===== config.mk =====
export PLATFORM = sky130hd
export DESIGN_NAME = synth_control_register_bank
export DESIGN_NICKNAME = d
export VERILOG_FILES = /design/src/pkg/synth_ctrl_pkg.sv /design/src/logic/synth_control_register_bank.sv /design/src/logic/pin_sync.sv /design/src/logic/serial_frame_engine.sv
export SDC_FILE = /design/constraint.sdc
export NUM_CORES = 1
export LEC_CHECK = 0
export BUFFER_PORTS_ARGS = -buffer_cell sky130_fd_sc_hd__buf_2
export CAP_MARGIN = 20
export CORE_MARGIN = 2
export CORE_UTILIZATION = 58
export CTS_BUF_LIST = sky130_fd_sc_hd__clkbuf_16
export CTS_CLUSTER_DIAMETER = 200
export CTS_CLUSTER_SIZE = 28
export DETAILED_ROUTE_END_ITERATION = 7
export GPL_TIMING_DRIVEN = 0
export PLACE_DENSITY = 0.79
export RECOVER_POWER = 100
export SYNTH_ARGS = -nofsm -noshare
export SYNTH_HDL_FRONTEND = slang
export SYNTH_HIERARCHICAL = 1
export SYNTH_SLANG_ARGS = --single-unit
export TNS_END_PERCENT = 20

===== constraint.sdc =====
create_clock -name clk -period 2.35 [get_ports clk]
set_clock_uncertainty 0.1 [all_clocks]
set_input_delay 0.47 -clock clk [delete_from_list [all_inputs] [get_ports clk]]
set_output_delay 0.47 -clock clk [all_outputs]
set_load 0.1 [all_outputs]

===== src/pkg/synth_ctrl_pkg.sv =====
// Shared constants and types for the synthesizer control register bank.
package synth_ctrl_pkg;

   // Serial frame geometry.
   localparam int ADDR_W = 6;
   localparam int DATA_W = 24;
   localparam int PIN_COUNT = 5;
   // Rising-edge counts inside a frame, counted from zero before the first edge.
   localparam logic [5:0] CNT_ADDR_LAST = 6'h06;
   localparam logic [5:0] CNT_DATA_FIRST = 6'h07;
   localparam logic [5:0] CNT_DATA_LAST = 6'h1e;
   localparam logic [5:0] CNT_FRAME_END = 6'h1f;

   // Pin positions inside the synchronised pin vector.
   localparam int PIN_SCK = 0;
   localparam int PIN_SEN = 1;
   localparam int PIN_SDI = 2;
   localparam int PIN_CE = 3;
   localparam int PIN_REF = 4;

   // Register addresses.
   localparam logic [5:0] ADDR_STROBE = 6'h00;
   localparam logic [5:0] ADDR_POWER = 6'h01;
   localparam logic [5:0] ADDR_REFDIV = 6'h02;
   localparam logic [5:0] ADDR_INT = 6'h03;
   localparam logic [5:0] ADDR_FINE = 6'h04;
   localparam logic [5:0] ADDR_SEED = 6'h05;
   localparam logic [5:0] ADDR_CFG = 6'h06;

   // Reset values.
   localparam logic [9:0] POWER_RESET = 10'h001;
   localparam logic [13:0] REFDIV_RESET = 14'h0001;
   localparam logic [15:0] INT_RESET = 16'h00c8;
   localparam logic [23:0] FINE_RESET = 24'h000000;
   localparam logic [23:0] SEED_RESET = 24'h000000;
   localparam logic [23:0] CFG_RESET = 24'h842e87;
   // Bits of the modulator configuration that software may change.
   localparam logic [23:0] CFG_WRITE_MASK = 24'hfebf00;

   // Power control fields.
   localparam int PWR_PIN_SEL = 0;
   localparam int PWR_REG_EN = 1;
   localparam int PWR_KEEP_LO = 2;
   localparam int PWR_KEEP_W = 7;
   localparam int PWR_SYNC_SLEEP = 9;
   localparam int STROBE_SOFT_RESET = 0;

   // Modulator configuration fields.
   localparam int CFG_ORDER_LO = 8;
   localparam int CFG_CORE_RSTB = 10;
   localparam int CFG_BUF_RSTB = 11;
   localparam int CFG_IGNORE = 12;
   localparam int CFG_AUTOSEED = 13;
   localparam int CFG_FSK = 15;
   localparam int CFG_CLK_REF = 17;
   localparam int CFG_CLK_INV = 18;
   localparam int CFG_CSP_LO = 20;
   localparam logic [1:0] ORDER_TYPE_B = 2'h2;
   localparam logic [1:0] ORDER_TYPE_A = 2'h3;
   localparam logic [2:0] FRAC_MODE_CODE = 3'h3;

   // Divider limits.
   localparam logic [13:0] REFDIV_BYPASS = 14'h0001;
   localparam logic [15:0] INT_MIN_FRAC = 16'h0024;
   localparam logic [15:0] INT_MIN_INT = 16'h0020;

   // Synchronised sleep sequence.
   typedef enum logic [1:0] {SLEEP_IDLE, SLEEP_WAIT_EDGE, SLEEP_ASLEEP} sleep_state_type;

endpackage


===== src/logic/synth_control_register_bank.sv =====
// Control register bank of the fractional-N synthesizer behind its serial port.
//
// Overview of operation
// - Select bit one: enable follows pin.
// - Select bit zero: pin ignored, register used.
// - Register enable bit powers chip up/down.
// - Seven keep-on bits hold blocks powered.
// - Sync sleep: tri-state detector at ref fall.
// - Reference divider: 14 bits, one bypasses.
// - Integer word used always; fractional 36 minimum.
// - Integer mode ratio spans 32 to 65535.
// - Fine word 24 bits, fractional mode only.
// - Seed is modulator starting state.
// - Keying enabled: seed is first frequency.
// - Type field: two is B, three A.
// - Core reset-bar low holds core reset.
// - Buffer reset-bar low holds buffers reset.
// - Ignore bit drops modulator output.
// - Auto-reload: fine write reloads seed.
// - Keying enable uses data pin as key.
// - Clock select: one reference, zero VCO.
// - Invert bit inverts modulator clock.
// - Four-bit slip correction magnitude.
// - Thirty-two clock frame, MSB first.
// - Divider writes take effect immediately.
// - Power down: writes work, reads silent.
// - Soft reset restores all defaults.
`timescale 1ns/1ps
`default_nettype none
module synth_control_register_bank
   import synth_ctrl_pkg::*;
#(
   // Identification word returned on reads of address zero; the value is arbitrary.
   parameter logic [DATA_W-1:0] CHIP_ID_VALUE = 24'h5a0001
) (
   // Clock and reset.
   input wire logic clk,
   input wire logic sys_rst,
   // Serial port and chip pins.
   input wire logic sck,
   input wire logic sen,
   input wire logic sdi,
   input wire logic ce_pin,
   input wire logic ref_clk,
   output logic sdo,
   output logic sdo_oe,
   // Power control.
   output logic chip_enable,
   output logic [PWR_KEEP_W-1:0] block_on,
   output logic pfd_tristate,
   output logic sleep_active,
   // Dividers.
   output logic [13:0] ref_div_ratio,
   output logic ref_div_bypass,
   output logic ref_div_illegal,
   output logic [15:0] vco_int_word,
   output logic [23:0] vco_fine_word,
   output logic int_word_invalid,
   output logic fractional_mode,
   // Modulator.
   output logic [23:0] seed_word,
   output logic seed_load,
   output logic seed_is_f1,
   output logic fsk_active,
   output logic fsk_key,
   output logic mod_type_b,
   output logic mod_type_a,
   output logic mod_core_reset,
   output logic mod_buffer_reset,
   output logic mod_output_ignore,
   output logic mod_clk_from_ref,
   output logic mod_clk_invert,
   output logic [3:0] csp_magnitude
);

   logic [PIN_COUNT-1:0] pins_s;
   logic sck_prev_reg, ref_prev_reg, sck_rise, ref_fall;
   logic wr_pulse, eng_sdo, eng_active, soft_reset;
   logic [ADDR_W-1:0] eng_addr;
   logic [DATA_W-1:0] eng_wr_data, rd_data;
   logic [9:0] power_reg, power_next;
   logic [13:0] refdiv_reg, refdiv_next;
   logic [15:0] int_reg, int_next;
   logic [23:0] fine_reg, fine_next;
   logic [23:0] seed_reg, seed_next;
   logic [23:0] cfg_reg, cfg_next;
   logic src_enable, chip_enable_next;
   sleep_state_type sleep_reg, sleep_next;

   // Fractional operation needs both resets released and the output in use.
   function automatic logic is_frac(input logic [23:0] cfg);
      is_frac = cfg[CFG_IGNORE:CFG_CORE_RSTB] == FRAC_MODE_CODE;
   endfunction

   // The lower bound on the integer word depends on the mode.
   function automatic logic int_bad(input logic [15:0] word, input logic [23:0] cfg);
      int_bad = is_frac(cfg) ? (word < INT_MIN_FRAC) : (word < INT_MIN_INT);
   endfunction

   // A write is decoded only when the last data bit of a frame arrives for this address.
   function automatic logic hit(input logic [ADDR_W-1:0] a);
      hit = wr_pulse && eng_addr == a;
   endfunction

   pin_sync u_pin_sync (
      .clk(clk),
      .sys_rst(sys_rst),
      .pins_raw({ref_clk, ce_pin, sdi, sen, sck}),
      .pins_sync(pins_s)
   );

   serial_frame_engine u_frame (
      .clk(clk),
      .sys_rst(sys_rst),
      .sen(pins_s[PIN_SEN]),
      .sck_rise(sck_rise),
      .sdi(pins_s[PIN_SDI]),
      .rd_data(rd_data),
      .wr_pulse(wr_pulse),
      .addr(eng_addr),
      .wr_data(eng_wr_data),
      .sdo_bit(eng_sdo),
      .sdo_active(eng_active)
   );

   // Edge detection on the filtered pins; the serial clock must stay well below clk.
   always_ff @(posedge clk) begin
      if (sys_rst) begin
         sck_prev_reg <= 1'b0;
         ref_prev_reg <= 1'b0;
      end else begin
         sck_prev_reg <= pins_s[PIN_SCK];
         ref_prev_reg <= pins_s[PIN_REF];
      end
   end

   assign sck_rise = pins_s[PIN_SCK] && !sck_prev_reg;
   assign ref_fall = ref_prev_reg && !pins_s[PIN_REF];
   assign soft_reset = hit(ADDR_STROBE) && eng_wr_data[STROBE_SOFT_RESET];

   // Register read mux; address zero reads the identification word.
   always_comb begin
      case (eng_addr)
         ADDR_STROBE: rd_data = CHIP_ID_VALUE;
         ADDR_POWER: rd_data = {14'h0000, power_reg};
         ADDR_REFDIV: rd_data = {10'h000, refdiv_reg};
         ADDR_INT: rd_data = {8'h00, int_reg};
         ADDR_FINE: rd_data = fine_reg;
         ADDR_SEED: rd_data = seed_reg;
         ADDR_CFG: rd_data = cfg_reg;
         default: rd_data = 24'h000000;
      endcase
   end

   // Next register values; writes are accepted even during power down.
   // Both resets load the defaults here, so every flop fed from a next value resets with it.
   always_comb begin
      power_next = power_reg;
      refdiv_next = refdiv_reg;
      int_next = int_reg;
      fine_next = fine_reg;
      seed_next = seed_reg;
      cfg_next = cfg_reg;
      if (sys_rst || soft_reset) begin
         power_next = POWER_RESET;
         refdiv_next = REFDIV_RESET;
         int_next = INT_RESET;
         fine_next = FINE_RESET;
         seed_next = SEED_RESET;
         cfg_next = CFG_RESET;
      end else begin
         if (hit(ADDR_POWER)) power_next = eng_wr_data[9:0];
         if (hit(ADDR_REFDIV)) refdiv_next = eng_wr_data[13:0];
         if (hit(ADDR_INT)) int_next = eng_wr_data[15:0];
         if (hit(ADDR_FINE)) fine_next = eng_wr_data;
         if (hit(ADDR_SEED)) seed_next = eng_wr_data;
         // Reserved bits are never taken from the bus.
         if (hit(ADDR_CFG)) begin
            cfg_next = (cfg_reg & ~CFG_WRITE_MASK) | (eng_wr_data & CFG_WRITE_MASK);
         end
      end
   end

   // Register storage; the defaults arrive through the next values during reset.
   always_ff @(posedge clk) begin
      power_reg <= power_next;
      refdiv_reg <= refdiv_next;
      int_reg <= int_next;
      fine_reg <= fine_next;
      seed_reg <= seed_next;
      cfg_reg <= cfg_next;
   end

   // Synchronised sleep waits for a reference falling edge; clearing the bit wakes.
   always_comb begin
      sleep_next = sleep_reg;
      case (sleep_reg)
         SLEEP_IDLE: if (power_next[PWR_SYNC_SLEEP]) sleep_next = SLEEP_WAIT_EDGE;
         SLEEP_WAIT_EDGE: begin
            if (!power_next[PWR_SYNC_SLEEP]) sleep_next = SLEEP_IDLE;
            else if (ref_fall) sleep_next = SLEEP_ASLEEP;
         end
         SLEEP_ASLEEP: if (!power_next[PWR_SYNC_SLEEP]) sleep_next = SLEEP_IDLE;
         default: sleep_next = SLEEP_IDLE;
      endcase
   end

   always_ff @(posedge clk) begin
      if (sys_rst) sleep_reg <= SLEEP_IDLE;
      else sleep_reg <= sleep_next;
   end

   // Enable source: the pin or the register bit, then gated by sleep.
   assign src_enable = power_next[PWR_PIN_SEL] ? pins_s[PIN_CE] : power_next[PWR_REG_EN];
   assign chip_enable_next = src_enable && sleep_next != SLEEP_ASLEEP;

   // Power outputs; a kept block stays on whatever caused the power down.
   always_ff @(posedge clk) begin
      if (sys_rst) begin
         chip_enable <= 1'b0;
         block_on <= '0;
         pfd_tristate <= 1'b0;
         sleep_active <= 1'b0;
      end else begin
         chip_enable <= chip_enable_next;
         for (int i = 0; i < PWR_KEEP_W; i++) begin
            block_on[i] <= chip_enable_next || power_next[PWR_KEEP_LO + i];
         end
         pfd_tristate <= sleep_next == SLEEP_ASLEEP;
         sleep_active <= sleep_next == SLEEP_ASLEEP;
      end
   end

   // Read data leave only while powered; the pad is released otherwise.
   always_ff @(posedge clk) begin
      if (sys_rst) begin
         sdo <= 1'b0;
         sdo_oe <= 1'b0;
      end else begin
         sdo <= eng_sdo && chip_enable;
         sdo_oe <= eng_active && chip_enable;
      end
   end

   // Divider outputs follow the written values with no double buffering.
   always_ff @(posedge clk) begin
      ref_div_ratio <= refdiv_next;
      ref_div_bypass <= refdiv_next == REFDIV_BYPASS;
      ref_div_illegal <= refdiv_next == 14'h0000;
      vco_int_word <= int_next;
      vco_fine_word <= is_frac(cfg_next) ? fine_next : 24'h000000;
      int_word_invalid <= int_bad(int_next, cfg_next);
      fractional_mode <= is_frac(cfg_next);
   end

   // Modulator controls and the seed reload on fine-word writes.
   always_ff @(posedge clk) begin
      seed_word <= seed_next;
      seed_load <= !sys_rst && hit(ADDR_FINE) && !soft_reset && cfg_reg[CFG_AUTOSEED];
      seed_is_f1 <= cfg_next[CFG_FSK];
      fsk_active <= cfg_next[CFG_FSK];
      // The data pin keys only between frames, so register traffic cannot key.
      fsk_key <= cfg_next[CFG_FSK] && !pins_s[PIN_SEN] && pins_s[PIN_SDI];
      mod_type_b <= cfg_next[CFG_ORDER_LO +: 2] == ORDER_TYPE_B;
      mod_type_a <= cfg_next[CFG_ORDER_LO +: 2] == ORDER_TYPE_A;
      mod_core_reset <= !cfg_next[CFG_CORE_RSTB];
      mod_buffer_reset <= !cfg_next[CFG_BUF_RSTB];
      mod_output_ignore <= cfg_next[CFG_IGNORE];
      mod_clk_from_ref <= cfg_next[CFG_CLK_REF];
      mod_clk_invert <= cfg_next[CFG_CLK_INV];
      csp_magnitude <= cfg_next[CFG_CSP_LO +: 4];
   end
endmodule
`default_nettype wire


===== src/logic/pin_sync.sv =====
// Three-stage synchroniser with agreement filter for the external pins.
`timescale 1ns/1ps
`default_nettype none
module pin_sync
   import synth_ctrl_pkg::*;
(
   // Clock and reset.
   input wire logic clk,
   input wire logic sys_rst,
   // Raw pins and their filtered levels.
   input wire logic [PIN_COUNT-1:0] pins_raw,
   output logic [PIN_COUNT-1:0] pins_sync
);

   logic [PIN_COUNT-1:0] stage1_reg;
   logic [PIN_COUNT-1:0] stage2_reg;
   logic [PIN_COUNT-1:0] stage3_reg;

   // The first stage feeds only the second, so metastability never reaches logic.
   always_ff @(posedge clk) begin
      if (sys_rst) begin
         stage1_reg <= '0;
         stage2_reg <= '0;
         stage3_reg <= '0;
      end else begin
         stage1_reg <= pins_raw;
         stage2_reg <= stage1_reg;
         stage3_reg <= stage2_reg;
      end
   end

   // A level change is accepted only once the second and third stages agree.
   always_ff @(posedge clk) begin
      if (sys_rst) begin
         pins_sync <= '0;
      end else begin
         for (int i = 0; i < PIN_COUNT; i++) begin
            if (stage2_reg[i] == stage3_reg[i]) begin
               pins_sync[i] <= stage3_reg[i];
            end
         end
      end
   end

endmodule
`default_nettype wire


===== src/logic/serial_frame_engine.sv =====
// Serial frame decoder: direction bit, address, data in and read data out.
`timescale 1ns/1ps
`default_nettype none
module serial_frame_engine
   import synth_ctrl_pkg::*;
(
   // Clock and reset.
   input wire logic clk,
   input wire logic sys_rst,
   // Synchronised serial pins.
   input wire logic sen,
   input wire logic sck_rise,
   input wire logic sdi,
   // Read data for the addressed register.
   input wire logic [DATA_W-1:0] rd_data,
   // Decoded write.
   output logic wr_pulse,
   output logic [ADDR_W-1:0] addr,
   output logic [DATA_W-1:0] wr_data,
   // Serial read data.
   output logic sdo_bit,
   output logic sdo_active
);

   logic [5:0] cnt_reg;
   logic rw_reg;
   logic [DATA_W-1:0] shift_reg;

   // Bits arrive most significant first; edges past the frame end are ignored.
   always_ff @(posedge clk) begin
      if (sys_rst) begin
         cnt_reg <= 6'h00;
         rw_reg <= 1'b0;
         addr <= '0;
         wr_data <= '0;
      end else if (!sen) begin
         cnt_reg <= 6'h00;
      end else if (sck_rise && cnt_reg <= CNT_FRAME_END) begin
         cnt_reg <= cnt_reg + 6'h01;
         if (cnt_reg == 6'h00) begin
            rw_reg <= sdi;
         end else if (cnt_reg <= CNT_ADDR_LAST) begin
            addr <= {addr[ADDR_W-2:0], sdi};
         end else if (cnt_reg <= CNT_DATA_LAST) begin
            wr_data <= {wr_data[DATA_W-2:0], sdi};
         end
      end
   end

   // A write commits on the last data bit, in the same cycle the word is complete.
   always_ff @(posedge clk) begin
      if (sys_rst) begin
         wr_pulse <= 1'b0;
      end else begin
         wr_pulse <= sen && sck_rise && cnt_reg == CNT_DATA_LAST && !rw_reg;
      end
   end

   // Read data leaves on the rising edges after the address and stops at the frame end.
   always_ff @(posedge clk) begin
      if (sys_rst || !sen) begin
         sdo_bit <= 1'b0;
         sdo_active <= 1'b0;
         shift_reg <= '0;
      end else if (sck_rise) begin
         if (cnt_reg == CNT_DATA_FIRST && rw_reg) begin
            sdo_active <= 1'b1;
            sdo_bit <= rd_data[DATA_W-1];
            shift_reg <= {rd_data[DATA_W-2:0], 1'b0};
         end else if (cnt_reg == CNT_FRAME_END) begin
            sdo_active <= 1'b0;
            sdo_bit <= 1'b0;
         end else if (sdo_active) begin
            sdo_bit <= shift_reg[DATA_W-1];
            shift_reg <= {shift_reg[DATA_W-2:0], 1'b0};
         end
      end
   end

endmodule
`default_nettype wire


[Word level (Yosys, flattened, before mapping)]
Index checks and enable logic that the tools add are counted.
Widths: inputs -> output; s select.
Word-level totals
  register bits: 253
  input bits: 7
  logic and storage cells: 160
Operators by class
  add/subtract/negate cells: 1
  magnitude comparators: 5
  eq/ne operators: 23
  muxes and demuxes: 26
  bitwise gates (word level): 4
  reductions and logical operators: 54
Operators with widths (number)
  $mux 24: 7
  $pmux 24 s7: 1
  $lt 16x6->1 const B: 2
  $mux 16: 2
  $mux 14: 2
  $eq 6x3->1 const B: 4
  $or 17x24->24: 1
  $logic_and 1x1->1: 23
  $mux 10: 2
  $eq 14x1->1 const B: 1
  $logic_not 14->1: 1
  $eq 6x2->1 const B: 2
  $eq 6x5->1 const B: 2
  $le 6x5->1 const B: 2
  $logic_not 6->1: 2
  $logic_or 1x1->1: 9
  $eq 2x2->1 const B: 4
  $logic_not 1->1: 8
  $mux 2: 4
  $mux 1: 7
  $add 6x1->6 const B: 1
  $eq 6x1->1 const B: 1
  $le 6x3->1 const B: 1
  $pmux 2 s3: 1
  other kinds (14): 23

[Depth between registers and ports, before layout]
Gate-level depths: netlist of run 1.
  word-level depth: 10
  depth in mapped cells: 10
  depth with buffers taken out: 7

[By module]
The synthesis of run 1 kept the hierarchy.
By module, submodules not included
  synth_control_register_bank: times used 1, cells each 725, area an instance 6233.5 um^2, seq. area each 3022.9 um^2
  serial_frame_engine: times used 1, cells each 303, area an instance 2901.5 um^2, seq. area each 1261.2 um^2
  pin_sync: times used 1, cells each 52, area an instance 641.9 um^2, seq. area each 400.4 um^2

[Least setup slack after synthesis of run 1]
OpenSTA, ideal clock, no wires.
  path type: register to register
  start: register u_frame.addr[3]
  end: register u_frame.shift_reg[15]
  data arrival time: 1.982 ns
  required time: 2.192 ns
  setup slack: 0.210 ns
  stages on the path, launching flop included: 9
  path buffers: 2
  period minus slack after synthesis: 2.140 ns
  cell sequence: dfxtp_1 -> nor4_2 -> buf_2 -> buf_2 -> a32oi_1 -> o22ai_1 -> nor3_1 -> a21oi_1 -> o221a_2
On the way
  word-level cells in the longest chain between the ends: 3
  elaborated cells between the ends (all ways): 9
  classes of those cells: eq/ne (6); mux (2); reduce/logical (1)
Ends and longest elaborated chain
  start: declaration: RTL line serial_frame_engine.sv:18  | output logic [ADDR_W-1:0] addr,
  start signal: assignment: RTL line serial_frame_engine.sv:43  | addr <= {addr[ADDR_W-2:0], sdi};
  $eq 6x3->1, or another cell as far along: RTL line synth_control_register_bank.sv:143  | case (eng_addr)
  $pmux 24 s7 *: RTL line synth_control_register_bank.sv:143
  named net rd_data[14]: RTL line synth_control_register_bank.sv:80  | logic [DATA_W-1:0] eng_wr_data, rd_data;
  $mux 24 *: RTL line serial_frame_engine.sv:66  | if (cnt_reg == CNT_DATA_FIRST && rw_reg) begin
  end signal: assignment: RTL line serial_frame_engine.sv:69  | shift_reg <= {rd_data[DATA_W-2:0], 1'b0};
  end signal: assignment: RTL line serial_frame_engine.sv:75  | shift_reg <= {shift_reg[DATA_W-2:0], 1'b0};
  end: declaration: RTL line serial_frame_engine.sv:27  | logic [DATA_W-1:0] shift_reg;
Mark *: on every way through the listed nets, which the timed path passes. The rest lies on a longest branch.
A chain may end at the register's enable or synchronous reset.

[Worst setup path in the final report of run 1]
  start: register u_frame.addr[0]
  end: register u_frame.shift_reg[5]
Same word-level chain as after synthesis.

==> impl_metrics.ini, run 1 <==
[hold_path]
whs_path_depth = 2
holdCritStartpoint = sdi
hp-class = in -> reg
hold_end = u_pin_sync/stage1_reg[2]$_SDFF_PP0_

[critical_path]
critPathSlowestCell = dfxtp_1
crit_type = reg -> reg
critPathCaptureType = register
rr_worst_depth = 8
reg2reg_to = u_frame/shift_reg[5]$_SDFFE_PP0P_
critical-path-max-stage-delay_ns = 0.36
regToRegStartpoint = u_frame/addr[0]$_SDFFE_PP0P_
critPathRequiredTime_ns = 2.63
crit_path_start_kind = register
critical_path_arrival_ns = 2.67
crit_chain = buf_2 > buf_4 > buf_6 > mux2i_1 > o22ai_1 > nor3_1 > a21oi_1 > o221a_2
rrSetupSlack_ns = -0.04
worstPathMaxFanout = 10

[detailed_routing]
post_drt_wl_per_cell_um = 19.60
dr.pass1.iters = 5
viasPerCell = 6.081
wl_um = 28010
drt-initial-drc-count = 974
drcViolationCount = 0
drtAntennaViolNets = 0
num_vias = 8690

[timing]
fin_ws_ns = -0.04389
min_period_ns = 2.394
fin_crit_sh_pct = 101.9
hold_viol_final = 0
setup-violations-final = 2
slew_viol_final = 0
worst_slew_pin_slew_ns = 1.029
slew_headroom_pct = 31.39
rsz0062_at_grt = true
timing.fmax_ghz = 0.4177

[global_route]
track_usage_pct = 30.25
grt_max_degree = 29
grt_pass1_vias = 7882
overflow = 0
antenna_found_initial = 0
grt_pass1_wl_um = 42860

[floorplanning]
start_util_pct = 59.17
die_h_um = 133.8
core_um2 = 16520
io_pins = 116
rows = 47
die_width_um = 133.8
dieArea_um2 = 17910

[clock_network]
cts_buffers = 12
path_clk_slew_ns = 0.11
tritoncts = built
clk_latency_ns = 0.48
hold_buffers = 0
clock_sinks = 234
cts_buffer_depth = 3
cts_max_level = 1
cts_root_buf = clkbuf_16

[yosys]
avgSynthCellArea_um2 = 9.053
ys_seq_area_share_pct = 47.91
yosysTopAreaCellShare_pct = 47.91
yosys.area.top_type = dfxtp_1
synth_nets = 1090
synth_area_um2 = 9777
synth_commonest_cells = dfxtp_1 (234), nand2_1 (148), a21oi_1 (112)
synth_flop_cell = dfxtp_1
ys_async_sr_fraction_pct = 0
ys_warn_count = 6
ys_types = 68
synth_area_leaders = dfxtp_1 (48%), mux2i_1 (8.9%), a21oi_1 (5.7%), nand2_1 (5.7%), nor2_1 (4.1%)
synth_edf_count = 0
yosysMostFrequentCell = dfxtp_1
synthCells = 1080
ys_seq_elements = 234

[final_layout]
fin_cells = 1429
multi_input_area_um2 = 4705
seq_area_um2 = 4688
n_fill_cell = 1347
diodes = 0
areaGrowthSynthToFinish_pct = 13.69
stdcell_area_um2 = 11120
layout-drive-gt1-share_pct = 21.75
final_util_pct = 67.27
finalNetCount = 1219

[placed_design]
dp.cells = 1415
gp_congestion = 0.9782
hpwl_um = 20150
placed_area_um2 = 10630
io_buffers = 115

[status]
violations = negative setup slack
status = finished, violations left

[power]
p_leak_uw = 0.004178
power_density_nw_per_um2 = 574.5
power_uw = 6386
peakVddDrop_v = 0.0005800

[run]
cap_violations = 0
[how the worst max path moves through the flow]
stage                                       from                                 end  slack, ns  cells past startpoint
global route        u_frame/addr[0]$_SDFFE_PP0P_   u_frame/shift_reg[9]$_SDFFE_PP0P_      -0.04                      9
global placement    u_frame/addr[0]$_SDFFE_PP0P_   u_frame/shift_reg[7]$_SDFFE_PP0P_      -0.49                      8
floorplan           u_frame/addr[3]$_SDFFE_PP0P_  u_frame/shift_reg[15]$_SDFFE_PP0P_       0.21                      8
CTS                 u_frame/addr[0]$_SDFFE_PP0P_   u_frame/shift_reg[5]$_SDFFE_PP0P_       0.02                      8
detailed placement  u_frame/addr[0]$_SDFFE_PP0P_   u_frame/shift_reg[6]$_SDFFE_PP0P_      -0.51                      8
finish              u_frame/addr[0]$_SDFFE_PP0P_   u_frame/shift_reg[5]$_SDFFE_PP0P_      -0.04                      8
[where the power goes]
part	internal [µW]	switching, µW	total (µW)	leakage [µW]
clock network	1020	1270	2290	0.000170
logic	30.9	84.0	115	0.00212
registers	3970	4.29	3980	0.00189
[per-layer routing]
layer / part of all wire, % / routed length, µm / up-vias / global-route usage [%]
met4: 4.1 / 1155 / 0 / 12.12
met3: 9.5 / 2661 / 80 / 5.026
met2: 45 / 12550 / 475 / 46.87
met5: 0 / 0 / - / 0
met1: 42 / 11650 / 4109 / 42.36
li1: - / - / 4026 / -
[per-stage QoR]
step                      TNS [ns]  hold WS, ns  setup slack (ns)
after global routing       -0.2505      0.09948          -0.04191
final                     -0.08097      0.09771          -0.04389
after floorplan                  0       0.3082            0.2098
after detailed placement    -11.96       0.3268           -0.5099
after global placement      -10.49       0.3180           -0.4902
after CTS                        0      0.09223           0.01622
[cell type report]
class	instances	share of cell area, %
multi-input combinational	750	42.32
sequential	234	42.18
timing repair buffer	116	5.234
buffer	81	4.199
clock buffer	13	2.927
tap	220	2.476
inverter	14	0.4840
clock inverter	1	0.1801
[timing repair]
action                     4_1_cts  5_1_grt
buffers inserted                 1        0
gates cloned                     0        0
gates resized for setup         33       29
setup endpoints to repair       96       29
pin swaps                        1        0
[cell families (layout without fill, tap and decap cells)]
logic type,Yosys count,in the layout,synth area share (%)
simple gates,409,409,20.44
compound gates,246,246,16.84
flops,234,234,47.91
buf+inv,96,225,5.042
mux,88,88,9.022
xor+xnor,4,4,0.3584
fa+ha+maj,3,3,0.3840
[worst max-delay path, delay by kind of cell, from the launching register on]
kind                   cells  cell delay [ns]
multiplexers               1             0.34
buffers and inverters      3             0.77
AND/OR/NAND/NOR            1             0.26
flip-flops                 1             0.36
AO/OA/AOI/OAI              3             0.46
[cells in the final DEF, fill, tap and decap left out, types with 9 or more instances in the layout]
cell | Yosys | final
nand2b_1 | 28 | 28
o21ai_0 | 38 | 38
nand3_1 | 22 | 22
buf_2 | 21 | 52
mux2i_1 | 87 | 83
clkbuf_1 | 37 | 29
nand2_1 | 148 | 148
clkbuf_16 | 0 | 13
buf_4 | 8 | 13
dfxtp_1 | 234 | 231
nor3_1 | 30 | 27
inv_1 | 13 | 13
a21oi_1 | 112 | 113
o22ai_1 | 15 | 10
nand4_1 | 9 | 9
nor2_1 | 106 | 103
clkbuf_2 | 0 | 89
o221a_2 | 19 | 19
nor2b_2 | 15 | 15
Power figures use the tool's default switching activity.
==> run 2: changes to the inputs <==
- CORE_UTILIZATION: 58 -> 25
- PLACE_DENSITY: 0.79 -> unset
==> impl_metrics.ini, run 2 (same netlist as run 1, synthesis figures left out) <==
[power]
pwr-share-comb_pct = 1.9
intPower_uw = 4976
power_uw = 6453
swShare_pct = 22.89
p_leak_uw = 0.004267
p_seq_share_pct = 61.7
clkPwrFrac_pct = 36.4
power_density_nw_per_um2 = 557.5
switching_power_uw = 1477
peakVddDrop_v = 0.0003581

[critical_path]
critical-path-max-stage-delay_ns = 0.58
rrSetupSlack_ns = 0.02
endpoint = fine_reg[1]$_DFF_P_
reg2reg_to = fine_reg[1]$_DFF_P_
crit_chain = nor4_4 > buf_4 > a31o_2 > buf_2 > clkbuf_1 > nor2_1
critPathSlowestCell = clkbuf_1
path_delay_family = buffers and inverters
crit_type = reg -> reg
critPathRequiredTime_ns = 2.63
startpoint = u_frame/addr[4]$_SDFFE_PP0P_
critPathCaptureType = register
crit_path_start_kind = register
rr_worst_depth = 6
cp.buffers_inverters = 3
worstPathMaxFanout = 10
regToRegStartpoint = u_frame/addr[4]$_SDFFE_PP0P_
critical_path_arrival_ns = 2.61
cp.depth = 6

[final_layout]
areaGrowthSynthToFinish_pct = 18.39
layout_common_cells = dfxtp_1 (231), nand2_1 (148), buf_2 (131), a21oi_1 (113), nor2_1 (102)
multi_input_area_um2 = 4760
diodes = 0
layout-drive-gt1-share_pct = 22.75
fin_cells = 1727
final_util_pct = 29.95
n_fill_cell = 4079
seq_area_um2 = 4688
finalNetCount = 1219
layout_commonest_cell = dfxtp_1

[timing]
slew_viol_final = 0
fin_crit_sh_pct = 99.03
rsz0062_at_grt = true
worst_slew_pin_slew_ns = 0.7045
setup-violations-final = 0
slew_headroom_pct = 53.03
fin_ws_ns = 0.02276
hold_viol_final = 0
min_period_ns = 2.327
finalSetupTns_ns = 0
timing.fmax_ghz = 0.4297

[global_route]
grt_max_degree = 29
antenna_found_initial = 0
track_usage_pct = 15.41
grt_pass1_vias = 8206
overflow = 0
grt_pass1_wl_um = 48800

[detailed_routing]
num_vias = 8510
viasPerCell = 4.928
wl_um = 32450
drcViolationCount = 0
dr.pass1.iters = 7
drtAntennaViolNets = 0
drt-initial-drc-count = 815
post_drt_wl_per_cell_um = 18.79

[clock_network]
hold_buffers = 0
cts_root_buf = clkbuf_16
cts_max_level = 1
clock_sinks = 234
clk_latency_ns = 0.51
cts_buffers = 12
path_clk_slew_ns = 0.12
cts_buffer_depth = 3
tritoncts = built

[floorplanning]
start_util_pct = 25.30
die_h_um = 201.8
dieArea_um2 = 40710
die_width_um = 201.8
core_um2 = 38650
rows = 72
io_pins = 116

[hold_path]
holdCritStartpoint = sck
hp-class = in -> reg

[placed_design]
place_ws_ns = -0.5244
dp.cells = 1713
hpwl_um = 24200
io_buffers = 115
gp_congestion = 0.9341

[status]
status = finished, final reports clean

[run]
cap_violations = 0
-- run 2: cell count changes in the layout (fill, tap and decap cells not counted), moves of 2 or more --
cell	previous run	this run
buf_2	52	131
clkbuf_2	89	10
buf_6	8	12
clkbuf_1	29	25
o22ai_1	10	6
o22ai_2	5	9
mux2i_1	83	85
mux2i_2	4	2
-- run 2: metrics by stage --
stage / hold WS, ns / cell area [µm²]
detailed placement: 0.3317 / 11000
global placement: 0.3268 / 11000
finish: 0.1018 / 11570
global route: 0.09855 / 11570
floorplan: 0.3082 / 9777
CTS: 0.09084 / 11450
-- run 2: metal layers --
layer,vias up,global-route usage [%],routed length (µm)
li1,4036,-,-
met1,4065,21.04,14600
met2,357,24.48,14630
met3,52,2.511,2183
met4,0,5.620,1027
met5,-,0,0
-- run 2: how the worst min path moves through the flow --
stage,end,cells past startpoint
after detailed placement,u_pin_sync/stage2_reg[4]$_SDFF_PP0_,1
after floorplan,u_frame/wr_pulse$_SDFF_PP0_,1
after CTS,u_pin_sync/stage1_reg[0]$_SDFF_PP0_,2
final,u_pin_sync/stage1_reg[0]$_SDFF_PP0_,2
after global placement,u_pin_sync/stage2_reg[4]$_SDFF_PP0_,1
after global routing,u_pin_sync/stage1_reg[1]$_SDFF_PP0_,2
-- run 2: repair_timing --
action | CTS | global route
pin swaps | 1 | 0
endpoints found under the setup margin | 121 | 112
gates resized for setup | 35 | 39
buffers inserted | 1 | 0
-- run 2: area by class of cell --
type,count,area share [%]
clock buffer,12,2.594
timing repair buffer,116,5.037
inverter,14,0.4648
tap,518,5.599
multi-input combinational,750,41.12
sequential,234,40.50
buffer,81,4.367
clock inverter,2,0.3135
-- run 2: power by group through the flow --
stage / sequential [µW] / combinational, µW / clock [µW]
floorplan: 4070 / 70.8 / 0
global placement: 4070 / 119 / 0
detailed placement: 4070 / 121 / 0
CTS: 3980 / 121 / 2410
global route: 3980 / 130 / 2530
finish: 3980 / 123 / 2350
